$ cat config.mk
export PLATFORM = sky130hd
export DESIGN_NAME = focvr_regs
export DESIGN_NICKNAME = d
export VERILOG_FILES = /design/src/hdl/focvr_pkg.sv /design/src/hdl/focvr_regs.sv
export SDC_FILE = /design/constraint.sdc
export NUM_CORES = 2
export LEC_CHECK = 0
export BUFFER_PORTS_ARGS = -buffer_cell sky130_fd_sc_hd__buf_2
export CAP_MARGIN = 30
export CORE_AREA = 2 2 216 378
export DETAILED_ROUTE_END_ITERATION = 12
export DIE_AREA = 0 0 218 380
export GPL_ROUTABILITY_DRIVEN = 0
export SLEW_MARGIN = 30
export SYNTH_ARGS = -nofsm -noshare
export SYNTH_HDL_FRONTEND = slang
export SYNTH_SLANG_ARGS = --single-unit
export TNS_END_PERCENT = 30
$ cat constraint.sdc
create_clock -name clk_i -period 9.14 [get_ports clk_i]
set_clock_uncertainty 0.2 [all_clocks]
set_input_delay 0.914 -clock clk_i [delete_from_list [all_inputs] [get_ports clk_i]]
set_output_delay 0.914 -clock clk_i [all_outputs]
set_load 0.005 [all_outputs]
$ cat src/hdl/focvr_pkg.sv
// Package: register map, constants and carrier types of the FOC result bank
package focvr_pkg;

  // ----------------------------------------------------------------
  // Register offsets
  // ----------------------------------------------------------------
  localparam logic [15:0] A_Q_VOLT_OUT = 16'h40BA;
  localparam logic [15:0] A_D_CUR = 16'h40BC;
  localparam logic [15:0] A_Q_CUR = 16'h40BE;
  localparam logic [15:0] A_BETA_CUR = 16'h40C0;
  localparam logic [15:0] A_BETA_VOLT = 16'h40C2;
  localparam logic [15:0] A_D_VOLT_COMP = 16'h40C2;
  localparam logic [15:0] A_ALPHA_VOLT = 16'h40C4;
  localparam logic [15:0] A_Q_VOLT_COMP = 16'h40C4;
  localparam logic [15:0] A_PHASE_C = 16'h40C6;
  localparam logic [15:0] A_PHASE_B = 16'h40C8;
  localparam logic [15:0] A_PHASE_A = 16'h40CA;
  localparam logic [15:0] A_OUT_ANGLE = 16'h40CC;
  localparam logic [15:0] A_EST_ANGLE = 16'h40CE;
  localparam logic [15:0] A_ALPHA_BEMF = 16'h40D0;
  localparam logic [15:0] A_BETA_BEMF = 16'h40D2;
  localparam logic [15:0] A_EST_SPEED = 16'h40D4;
  localparam logic [15:0] A_Q_OVERFLOW = 16'h40D6;
  localparam logic [15:0] A_FREQ_COEFF = 16'h40D6;
  localparam logic [15:0] A_MOTOR_POWER = 16'h40D8;
  localparam logic [15:0] A_SPEED_FILT = 16'h40D8;
  localparam logic [15:0] A_PHASE_A_PEAK = 16'h40DA;

  // ----------------------------------------------------------------
  // Reset values, field positions, counts
  // ----------------------------------------------------------------
  localparam logic [15:0] RST_WORD = 16'h0000;
  localparam logic [7:0] RST_BYTE = 8'h00;
  localparam int SPEED_FILT_LSB = 0;
  localparam int SPEED_FILT_MSB = 7;
  localparam int LPF_FRAC = 15;
  localparam int FG_SHIFT = 8;
  localparam logic [5:0] FG_DIV_STEPS = 6'h20;
  localparam logic [15:0] FG_SAT = 16'hFFFF;

  // Software load strobes towards the engine
  localparam int LD_Q_VOLT = 0;
  localparam int LD_OUT_ANGLE = 1;
  localparam int LD_EST_ANGLE = 2;
  localparam int LD_EST_SPEED = 3;

  // ----------------------------------------------------------------
  // Carrier types
  // ----------------------------------------------------------------
  typedef struct packed {
    logic [15:0] d_pi;
    logic [15:0] q_pi;
    logic [15:0] d_cur;
    logic [15:0] q_cur;
    logic [15:0] beta_cur;
    logic [15:0] beta_volt;
    logic [15:0] alpha_volt;
    logic [15:0] phase_a;
    logic [15:0] phase_b;
    logic [15:0] est_angle;
    logic [15:0] angle_comp;
    logic [15:0] alpha_bemf;
    logic [15:0] beta_bemf;
    logic [15:0] est_speed;
    logic [15:0] q_limit;
    logic [15:0] power;
  } focvr_eng_t;

  typedef struct packed {
    logic [15:0] d_volt_fwd;
    logic [15:0] q_volt_fwd;
    logic [15:0] phase_c;
    logic [3:0] ld_sel;
    logic [15:0] ld_val;
    logic [15:0] filt_speed;
    logic [15:0] timer4_reload;
    logic [15:0] timer4_compare;
    logic timer4_load;
    logic fg_overflow;
  } focvr_drv_t;

  typedef enum logic {FG_IDLE, FG_DIV} focvr_fg_t;

endpackage

$ cat src/hdl/focvr_regs.sv
// FOC result register bank with compensation, speed filter and FG period
//
// How it works
// [RULE_01] q-axis PI result register is signed 16-bit, readable and writable.
// [RULE_02] d and q currents are read-only, hardware updated, writes ignored.
// [RULE_03] Beta-axis current from the transform is read-only signed 16-bit.
// [RULE_04] Alpha and beta output voltages are read-only signed 16-bit.
// [RULE_05] Write-only d compensation added to d PI output; shares beta addr.
// [RULE_06] Write-only q compensation added to q PI output; shares alpha addr.
// [RULE_07] Phase A and B samples read-only; phase C location write-only.
// [RULE_08] Output angle full signed range spans minus to plus half turn.
// [RULE_09] Estimator angle reads raw estimate; write loads starting angle.
// [RULE_10] Alpha and beta back-EMF estimates are read-only signed 16-bit.
// [RULE_11] Estimator speed is a signed 16-bit read/write register.
// [RULE_12] q overflow equals q PI output minus q upper limit.
// [RULE_13] Each PWM cycle FG period goes to timer reload, half to compare.
// [RULE_14] Zero FG coefficient disables period calculation and timer updates.
// [RULE_15] Software adjusts timer prescale when the FG result overflows.
// [RULE_16] Motor power read-only signed; negative value means error.
// [RULE_17] 8-bit write-only speed filter coefficient, code over 32768.
// [RULE_18] Peak A-phase current held until peak clear; no auto clear.
// [RULE_19] Software trusts the peak only after one electrical cycle.
// [RULE_20] Filtered speed is low-passed once per PWM cycle.
// [RULE_21] Shared addresses: reads give result, writes touch only parameter.
`timescale 1ns/10ps
module focvr_regs (
  // Clock and reset
  input wire logic clk_i,
  input wire logic reset_i,
  // Register port
  input wire logic [15:0] addr_i,
  input wire logic [15:0] wdata_i,
  input wire logic wr_i,
  input wire logic rd_i,
  output logic [15:0] rdata_o,
  // Engine side
  input wire logic pwm_tick_i,
  input wire logic peak_clear_i,
  input wire focvr_pkg::focvr_eng_t eng_i,
  output focvr_pkg::focvr_drv_t drv_o
);

  typedef struct packed {
    logic [15:0] rdata;
    logic [15:0] q_volt_out;
    logic [15:0] d_cur;
    logic [15:0] q_cur;
    logic [15:0] beta_cur;
    logic [15:0] beta_volt;
    logic [15:0] alpha_volt;
    logic [15:0] phase_a;
    logic [15:0] phase_b;
    logic [15:0] out_angle;
    logic [15:0] est_angle;
    logic [15:0] alpha_bemf;
    logic [15:0] beta_bemf;
    logic [15:0] est_speed;
    logic [15:0] q_overflow;
    logic [15:0] power;
    logic [15:0] phase_a_peak;
    logic [15:0] d_comp;
    logic [15:0] q_comp;
    logic [15:0] freq_coeff;
    logic [7:0] speed_coeff;
    logic [31:0] lpf_acc;
    focvr_pkg::focvr_fg_t fg;
    logic [16:0] div_rem;
    logic [31:0] div_quo;
    logic [15:0] div_den;
    logic [5:0] div_cnt;
    focvr_pkg::focvr_drv_t drv;
  } focvr_st_t;

  focvr_st_t st_r;
  focvr_st_t st_nxt;

  // ----------------------------------------------------------------
  // Helpers
  // ----------------------------------------------------------------
  function automatic logic [15:0] sat16(input logic [16:0] v);
    logic [15:0] r;
    r = v[15:0];
    if (v[16] != v[15]) begin
      r = v[16] ? 16'h8000 : 16'h7FFF;
    end
    return r;
  endfunction

  function automatic logic [16:0] sext(input logic [15:0] v);
    return {v[15], v};
  endfunction

  logic [16:0] d_sum;
  logic [16:0] q_sum;
  logic [16:0] q_diff;
  logic [15:0] filt;
  logic [16:0] spd_delta;
  logic [25:0] spd_prod;
  logic [16:0] div_shift;
  logic [17:0] div_trial;
  logic [15:0] peak_base;
  logic [16:0] abs_filt;

  always_comb begin
    d_sum = sext(eng_i.d_pi) + sext(st_r.d_comp);
    q_sum = sext(st_r.q_volt_out) + sext(st_r.q_comp);
    q_diff = sext(eng_i.q_pi) - sext(eng_i.q_limit);
    filt = st_r.lpf_acc[focvr_pkg::LPF_FRAC +: 16];
    spd_delta = sext(st_r.est_speed) - sext(filt);
    spd_prod = 26'($signed(spd_delta) * $signed({1'b0, st_r.speed_coeff}));
    div_shift = {st_r.div_rem[15:0], st_r.div_quo[31]};
    div_trial = {1'b0, div_shift} - {2'b00, st_r.div_den};
    peak_base = peak_clear_i ? focvr_pkg::RST_WORD : st_r.phase_a_peak;
    abs_filt = filt[15] ? 17'(-sext(filt)) : sext(filt);
  end

  // ----------------------------------------------------------------
  // Next-state logic
  // ----------------------------------------------------------------
  always_comb begin
    st_nxt = st_r;
    st_nxt.rdata = focvr_pkg::RST_WORD;
    st_nxt.drv.ld_sel = 4'h0;
    st_nxt.drv.timer4_load = 1'b0;

    // Compensated voltages towards the modulator
    st_nxt.drv.d_volt_fwd = sat16(d_sum); // RULE_05
    st_nxt.drv.q_volt_fwd = sat16(q_sum); // RULE_06
    st_nxt.drv.filt_speed = filt; // RULE_20

    // Results captured once per PWM cycle
    if (pwm_tick_i) begin
      st_nxt.q_volt_out = eng_i.q_pi; // RULE_01
      st_nxt.d_cur = eng_i.d_cur; // RULE_02
      st_nxt.q_cur = eng_i.q_cur; // RULE_02
      st_nxt.beta_cur = eng_i.beta_cur; // RULE_03
      st_nxt.beta_volt = eng_i.beta_volt; // RULE_04
      st_nxt.alpha_volt = eng_i.alpha_volt; // RULE_04
      st_nxt.phase_a = eng_i.phase_a; // RULE_07
      st_nxt.phase_b = eng_i.phase_b; // RULE_07
      st_nxt.est_angle = eng_i.est_angle; // RULE_09
      // Wraps on purpose: angles are modulo one turn
      st_nxt.out_angle = eng_i.est_angle + eng_i.angle_comp; // RULE_08
      st_nxt.alpha_bemf = eng_i.alpha_bemf; // RULE_10
      st_nxt.beta_bemf = eng_i.beta_bemf; // RULE_10
      st_nxt.est_speed = eng_i.est_speed; // RULE_11
      st_nxt.q_overflow = sat16(q_diff); // RULE_12
      st_nxt.power = eng_i.power; // RULE_16
      st_nxt.lpf_acc = st_r.lpf_acc + {{6{spd_prod[25]}}, spd_prod}; // RULE_17
    end

    // Peak tracker; a new maximum beats a clear in the same cycle
    st_nxt.phase_a_peak = peak_base; // RULE_18
    if (pwm_tick_i && ($signed(eng_i.phase_a) > $signed(peak_base))) begin
      st_nxt.phase_a_peak = eng_i.phase_a; // RULE_18
    end

    // Software writes; read-only results ignore them
    if (wr_i) begin
      case (addr_i)
        focvr_pkg::A_Q_VOLT_OUT: begin
          st_nxt.q_volt_out = wdata_i; // RULE_01
          st_nxt.drv.ld_sel[focvr_pkg::LD_Q_VOLT] = 1'b1;
          st_nxt.drv.ld_val = wdata_i;
        end
        focvr_pkg::A_D_VOLT_COMP: begin
          st_nxt.d_comp = wdata_i; // RULE_05 RULE_21
        end
        focvr_pkg::A_Q_VOLT_COMP: begin
          st_nxt.q_comp = wdata_i; // RULE_06 RULE_21
        end
        focvr_pkg::A_PHASE_C: begin
          st_nxt.drv.phase_c = wdata_i; // RULE_07
        end
        focvr_pkg::A_OUT_ANGLE: begin
          st_nxt.out_angle = wdata_i; // RULE_08
          st_nxt.drv.ld_sel[focvr_pkg::LD_OUT_ANGLE] = 1'b1;
          st_nxt.drv.ld_val = wdata_i;
        end
        focvr_pkg::A_EST_ANGLE: begin
          // Start angle goes out, readback stays the estimate
          st_nxt.drv.ld_sel[focvr_pkg::LD_EST_ANGLE] = 1'b1; // RULE_09
          st_nxt.drv.ld_val = wdata_i;
        end
        focvr_pkg::A_EST_SPEED: begin
          st_nxt.est_speed = wdata_i; // RULE_11
          st_nxt.drv.ld_sel[focvr_pkg::LD_EST_SPEED] = 1'b1;
          st_nxt.drv.ld_val = wdata_i;
        end
        focvr_pkg::A_FREQ_COEFF: begin
          st_nxt.freq_coeff = wdata_i; // RULE_13 RULE_21
        end
        focvr_pkg::A_SPEED_FILT: begin
          st_nxt.speed_coeff = // RULE_17 RULE_21
            wdata_i[focvr_pkg::SPEED_FILT_MSB:focvr_pkg::SPEED_FILT_LSB];
        end
        default: begin
        end
      endcase
    end

    // Read port; shared addresses return the result
    if (rd_i) begin
      case (addr_i)
        focvr_pkg::A_Q_VOLT_OUT: begin
          st_nxt.rdata = st_r.q_volt_out; // RULE_01
        end
        focvr_pkg::A_D_CUR: begin
          st_nxt.rdata = st_r.d_cur; // RULE_02
        end
        focvr_pkg::A_Q_CUR: begin
          st_nxt.rdata = st_r.q_cur; // RULE_02
        end
        focvr_pkg::A_BETA_CUR: begin
          st_nxt.rdata = st_r.beta_cur; // RULE_03
        end
        focvr_pkg::A_BETA_VOLT: begin
          st_nxt.rdata = st_r.beta_volt; // RULE_04 RULE_21
        end
        focvr_pkg::A_ALPHA_VOLT: begin
          st_nxt.rdata = st_r.alpha_volt; // RULE_04 RULE_21
        end
        focvr_pkg::A_PHASE_B: begin
          st_nxt.rdata = st_r.phase_b; // RULE_07
        end
        focvr_pkg::A_PHASE_A: begin
          st_nxt.rdata = st_r.phase_a; // RULE_07
        end
        focvr_pkg::A_OUT_ANGLE: begin
          st_nxt.rdata = st_r.out_angle; // RULE_08
        end
        focvr_pkg::A_EST_ANGLE: begin
          st_nxt.rdata = st_r.est_angle; // RULE_09
        end
        focvr_pkg::A_ALPHA_BEMF: begin
          st_nxt.rdata = st_r.alpha_bemf; // RULE_10
        end
        focvr_pkg::A_BETA_BEMF: begin
          st_nxt.rdata = st_r.beta_bemf; // RULE_10
        end
        focvr_pkg::A_EST_SPEED: begin
          st_nxt.rdata = st_r.est_speed; // RULE_11
        end
        focvr_pkg::A_Q_OVERFLOW: begin
          st_nxt.rdata = st_r.q_overflow; // RULE_12 RULE_21
        end
        focvr_pkg::A_MOTOR_POWER: begin
          st_nxt.rdata = st_r.power; // RULE_16 RULE_21
        end
        focvr_pkg::A_PHASE_A_PEAK: begin
          st_nxt.rdata = st_r.phase_a_peak; // RULE_18
        end
        default: begin
          st_nxt.rdata = focvr_pkg::RST_WORD;
        end
      endcase
    end

    // FG period: restoring divide of the shifted coefficient by |filtered speed|
    case (st_r.fg)
      focvr_pkg::FG_IDLE: begin
        if (pwm_tick_i && (st_r.freq_coeff != focvr_pkg::RST_WORD)) begin
          st_nxt.fg = focvr_pkg::FG_DIV; // RULE_14
          st_nxt.div_quo =
            {16'h0000, st_r.freq_coeff} << focvr_pkg::FG_SHIFT;
          st_nxt.div_rem = 17'h00000;
          st_nxt.div_den = abs_filt[15:0];
          st_nxt.div_cnt = focvr_pkg::FG_DIV_STEPS;
        end
      end
      focvr_pkg::FG_DIV: begin
        if (st_r.div_cnt == 6'h00) begin
          st_nxt.fg = focvr_pkg::FG_IDLE;
          st_nxt.drv.timer4_load = 1'b1; // RULE_13
          if (st_r.div_quo[31:16] != 16'h0000) begin
            // Too wide: saturate and flag it for a prescale change
            st_nxt.drv.timer4_reload = focvr_pkg::FG_SAT;
            st_nxt.drv.fg_overflow = 1'b1;
          end else begin
            st_nxt.drv.timer4_reload = st_r.div_quo[15:0];
            st_nxt.drv.fg_overflow = 1'b0;
          end
          st_nxt.drv.timer4_compare = {1'b0, st_nxt.drv.timer4_reload[15:1]};
        end else begin
          st_nxt.div_cnt = st_r.div_cnt - 6'h01;
          if (!div_trial[17]) begin
            st_nxt.div_rem = div_trial[16:0];
            st_nxt.div_quo = {st_r.div_quo[30:0], 1'b1};
          end else begin
            st_nxt.div_rem = div_shift;
            st_nxt.div_quo = {st_r.div_quo[30:0], 1'b0};
          end
        end
      end
      default: begin
        st_nxt.fg = focvr_pkg::FG_IDLE;
      end
    endcase
  end

  // ----------------------------------------------------------------
  // State register and outputs
  // ----------------------------------------------------------------
  always_ff @(posedge clk_i) begin
    if (reset_i) begin
      st_r <= '0;
    end else begin
      st_r <= st_nxt;
    end
  end

  assign rdata_o = st_r.rdata;
  assign drv_o = st_r.drv;

  // ----------------------------------------------------------------
  // Assertions
  // ----------------------------------------------------------------
  property p_ro_stable;
    @(posedge clk_i) disable iff (reset_i)
      !pwm_tick_i |=> $stable({st_r.d_cur, st_r.q_cur, st_r.beta_cur});
  endproperty
  a_ro_stable: assert property (p_ro_stable) // RULE_02
    else $error("read-only result changed without a PWM tick");

  property p_shared_read;
    @(posedge clk_i) disable iff (reset_i)
      (rd_i && (addr_i == focvr_pkg::A_BETA_VOLT))
        |=> (rdata_o == $past(st_r.beta_volt));
  endproperty
  a_shared_read: assert property (p_shared_read) // RULE_21
    else $error("shared address did not return the result");

  property p_q_over_sign;
    @(posedge clk_i) disable iff (reset_i)
      pwm_tick_i |=> (st_r.q_overflow[15] ==
        ($signed($past(eng_i.q_pi)) < $signed($past(eng_i.q_limit))));
  endproperty
  a_q_over_sign: assert property (p_q_over_sign) // RULE_12
    else $error("q overflow sign disagrees with limit");

  property p_fg_idle;
    @(posedge clk_i) disable iff (reset_i)
      ((st_r.freq_coeff == 16'h0000) && (st_r.fg == focvr_pkg::FG_IDLE))
        |=> (st_r.fg == focvr_pkg::FG_IDLE);
  endproperty
  a_fg_idle: assert property (p_fg_idle) // RULE_14
    else $error("FG calculation started with zero coefficient");

  property p_fg_half;
    @(posedge clk_i) disable iff (reset_i)
      drv_o.timer4_load
        |-> (drv_o.timer4_compare == {1'b0, drv_o.timer4_reload[15:1]});
  endproperty
  a_fg_half: assert property (p_fg_half) // RULE_13
    else $error("timer compare is not half the reload");

  property p_peak_mono;
    @(posedge clk_i) disable iff (reset_i)
      !peak_clear_i
        |=> ($signed(st_r.phase_a_peak) >= $signed($past(st_r.phase_a_peak)));
  endproperty
  a_peak_mono: assert property (p_peak_mono) // RULE_18
    else $error("peak fell without a clear");

  property p_peak_clear;
    @(posedge clk_i) disable iff (reset_i)
      (peak_clear_i && !pwm_tick_i) |=> (st_r.phase_a_peak == 16'h0000);
  endproperty
  a_peak_clear: assert property (p_peak_clear) // RULE_18
    else $error("peak not cleared");

  property p_ld_onehot;
    @(posedge clk_i) disable iff (reset_i)
      $onehot0(drv_o.ld_sel);
  endproperty
  a_ld_onehot: assert property (p_ld_onehot) // RULE_09
    else $error("more than one load strobe");

  property p_est_load;
    @(posedge clk_i) disable iff (reset_i)
      (wr_i && (addr_i == focvr_pkg::A_EST_ANGLE))
        |=> (drv_o.ld_sel[2] && (drv_o.ld_val == $past(wdata_i)));
  endproperty
  a_est_load: assert property (p_est_load) // RULE_09
    else $error("start angle not passed to the estimator");

  // Main scenarios
  c_fg_load: cover property (@(posedge clk_i) disable iff (reset_i)
    drv_o.timer4_load);
  c_fg_sat: cover property (@(posedge clk_i) disable iff (reset_i)
    drv_o.timer4_load && drv_o.fg_overflow);
  c_peak_clear: cover property (@(posedge clk_i) disable iff (reset_i)
    peak_clear_i && (st_r.phase_a_peak != 16'h0000));

endmodule

==> results.cfg <==
[outcome]
status = finished, final reports clean

[yosys]
ys_seq_area_frac = 0.321
syn_area_um2 = 33200
synth_area_leaders = dfxtp_1 32%, mux2i_1 9.1%, ha_1 7.4%
async_reset_ff_frac = 0
synthFlopType = dfxtp_1
ys_seq_elements = 532
synth.avg_cell_area_um2 = 8.69
synth_edf_count = 0
synth_nets = 4431
synthCells = 3825
yosys.area.top_type = dfxtp_1
synth.top_cell.area_share = 0.321
yosys_warnings = 0
synth.distinct_cells = 97

[route]
vias_per_cell = 5.51
drt_iter0_markers = 1849
detail-route-antenna-nets = 0
vias = 28400
wl_per_cell_um = 22.1
drt-total-wl_um = 114000
drc = 0
firstDrtPassIters = 7

[timing]
finalCriticalPeriod_ns = 8.65
hold_viol_final = 0
hold_slack_ns = 0.248
min_period_over_period = 0.947
setup_viol = 0
max-slew-margin-rel = 0.309
slew_viol_final = 0
clock.fmax_mhz = 116
worst_pin_slew_ns = 1.04

[clock_tree]
numCtsBuffers = 52
cts_tree = built
cts_hold_buf = 0
h-tree-depth = 2
clk_path_buf_depth = 3
cts_num_sinks = 532
clkTransAtPathRegs_ns = 0.07
clockRootBuffer = clkbuf_16
insertion_delay_ns = 0.64

[layout]
n_fill_cell = 7881
nNetsFinal = 4668
area_delta_synth_final_pct = 13.6
ff_latch_area_um2 = 10700
fin_cells = 5159
multiInputGateArea_um2 = 19900
drive_above_1_share = 0.179

[die]
placementRows = 137
die_area_um2 = 82800
coreArea_um2 = 79500
num_io_pins = 428
fp.dieW_um = 218
die_h_um = 380
start_util = 0.418

[worst_setup_path]
crit_type = reg -> reg
worst-path-max-fanout = 5
regToRegStartpoint = st_r[326]$_SDFF_PP0_
crit_path_max_incr_delay_ns = 0.57
rrSetupSlack_ns = 0.49
cp.arrival_ns = 8.96
cp_slowest_cell = fa_1
cp-end-kind = register
worstPathRequired_ns = 9.45
cp-startpoint = st_r[326]$_SDFF_PP0_
start_kind = register

[run]
drv_cap = 0

[placed_design]
io_buffers = 426
dpl.cell_count = 5045
place_hpwl_um = 88100

[global_route]
grt_pass1_vias = 28200
grt_pass1_wl_um = 170000
grt.total_usage = 0.269
grt_overflow_total = 0
grt_max_degree = 143
antenna_found_initial = 29

[power]
ir_worst_vdd_mv = 0.162
cellLeakagePower_nw = 17.3
powerDensity_nw_per_um2 = 148

[worst_hold_path]
hp-start = drv_o[63]$_SDFFE_PP0P_
hold_class = reg -> reg
-- state kept, by name, summed over array words and instances, names as in the netlist --
signal / count
div_shift: 17
drv_o: 102
filt: 16
rdata_o: 16
st_r: 381
-- synth_stat cells (all sizes together), types with 9 or more instances --
cell    count
a22oi      33
nand2     337
clkbuf    150
o21bai     14
or3        18
o21a       23
xnor2      87
maj3        9
mux2i     304
nand2b     35
o21ai     117
o221a      22
nor2b      46
a21boi     16
xor2       40
nor4       16
and3       34
fa        115
nand4      12
a21oi     204
a222oi     15
a21o       48
and2       72
buf       188
a31oi      30
dfxtp     532
o211ai     17
nor2      438
o31ai      11
a22o       19
ha        197
nand3      66
or2        10
nor3       38
a211oi     97
inv       276
a221oi     36
mux2       19
-- what timing repair did --
| item | 4_1_cts | 5_1_grt |
|---|---|---|
| gates resized for setup | 1 | 36 |
| endpoints found under the setup margin | 1 | 10 |
| pin swaps | 0 | 14 |
| setup buffers | 0 | 5 |
-- report_power, final --
part,internal (mW),switching (mW)
clock,1.44,1.01
sequential,2.40,0.0609
combinational,0.268,0.392
total,4.11,1.46
-- metal layers --
metal / wire, µm / GRT usage / up-vias / part of all wire
li1: - / - / 13500 / -
met1: 41300 / 0.278 / 13700 / 0.36
met2: 57400 / 0.485 / 875 / 0.50
met3: 6360 / 0.0534 / 326 / 0.056
met4: 8750 / 0.179 / 26 / 0.077
met5: 149 / 0 / - / 0.0013
-- final timing paths --
kind	end	depth (start not counted)
worst max-delay path	filt[15]$_SDFFE_PP0P_	40
worst min-delay path	drv_o[63]$_SDFFE_PP0P_	2
worst max register to register	filt[15]$_SDFFE_PP0P_	40
worst min register to register	drv_o[63]$_SDFFE_PP0P_	2
-- logic make-up after synthesis --
family          share of synthesized area
other cells                      0.000113
fa+ha+maj                           0.146
mux                                0.0984
compound gates                      0.156
simple gates                        0.158
buf+inv                            0.0862
flops                               0.321
xor+xnor                           0.0339
-- per-stage QoR --
step / setup slack [ns] / utilization / area, µm² / TNS, ns / total power, mW
after floorplan: 0.615 / - / 33200 / 0 / 2.88
after CTS: 0.0667 / 0.472 / 37500 / 0 / 5.60
after global placement: 0.115 / 0.447 / 35600 / 0 / 3.14
after detailed placement: -0.0270 / 0.447 / 35600 / -0.0270 / 3.15
final: 0.488 / 0.475 / 37700 / 0 / 5.57
after global routing: -0.0190 / 0.474 / 37700 / -0.0190 / 5.75
-- worst max-delay path: cells and delay by family, from the launching register on --
family          cells  cell delay (ns)
xor+xnor            2             0.43
flops               1             0.33
fa+ha+maj           8             3.17
mux                 2             0.48
buf+inv             5             0.39
simple gates        8             0.87
compound gates     15             2.64
-- placed cells by master (no fill, tap or decap), types with 18 or more instances in the layout --
cell type / Yosys / routed
o21a_1: 23 / 23
a221oi_1: 36 / 36
dfxtp_1: 532 / 531
nand3_1: 65 / 64
nor2b_1: 46 / 46
nand2_1: 337 / 336
buf_2: 18 / 424
a211oi_1: 93 / 91
nand2b_1: 35 / 35
o21ai_0: 92 / 87
mux2i_1: 303 / 303
nor3_1: 35 / 35
buf_4: 138 / 92
nor2_1: 437 / 434
a22o_1: 19 / 19
fa_1: 115 / 113
mux2_2: 18 / 18
clkbuf_16: 0 / 53
and3_1: 34 / 34
xor2_1: 40 / 38
a21o_1: 48 / 48
o221a_2: 22 / 22
ha_1: 197 / 194
o21ai_1: 23 / 25
a21oi_1: 198 / 194
and2_1: 69 / 69
a31oi_1: 30 / 30
a22oi_1: 33 / 33
inv_1: 273 / 272
xnor2_1: 85 / 84
-- final cells by class --
type / instances / share of cell area
multi-input combinational: 2678 / 0.527
sequential: 532 / 0.282
timing repair buffer: 521 / 0.0764
clock buffer: 71 / 0.0398
tap: 1042 / 0.0345
inverter: 277 / 0.0276
clock inverter: 26 / 0.0112
antenna: 12 / 0.000796
(Power assumes the default switching activity.)
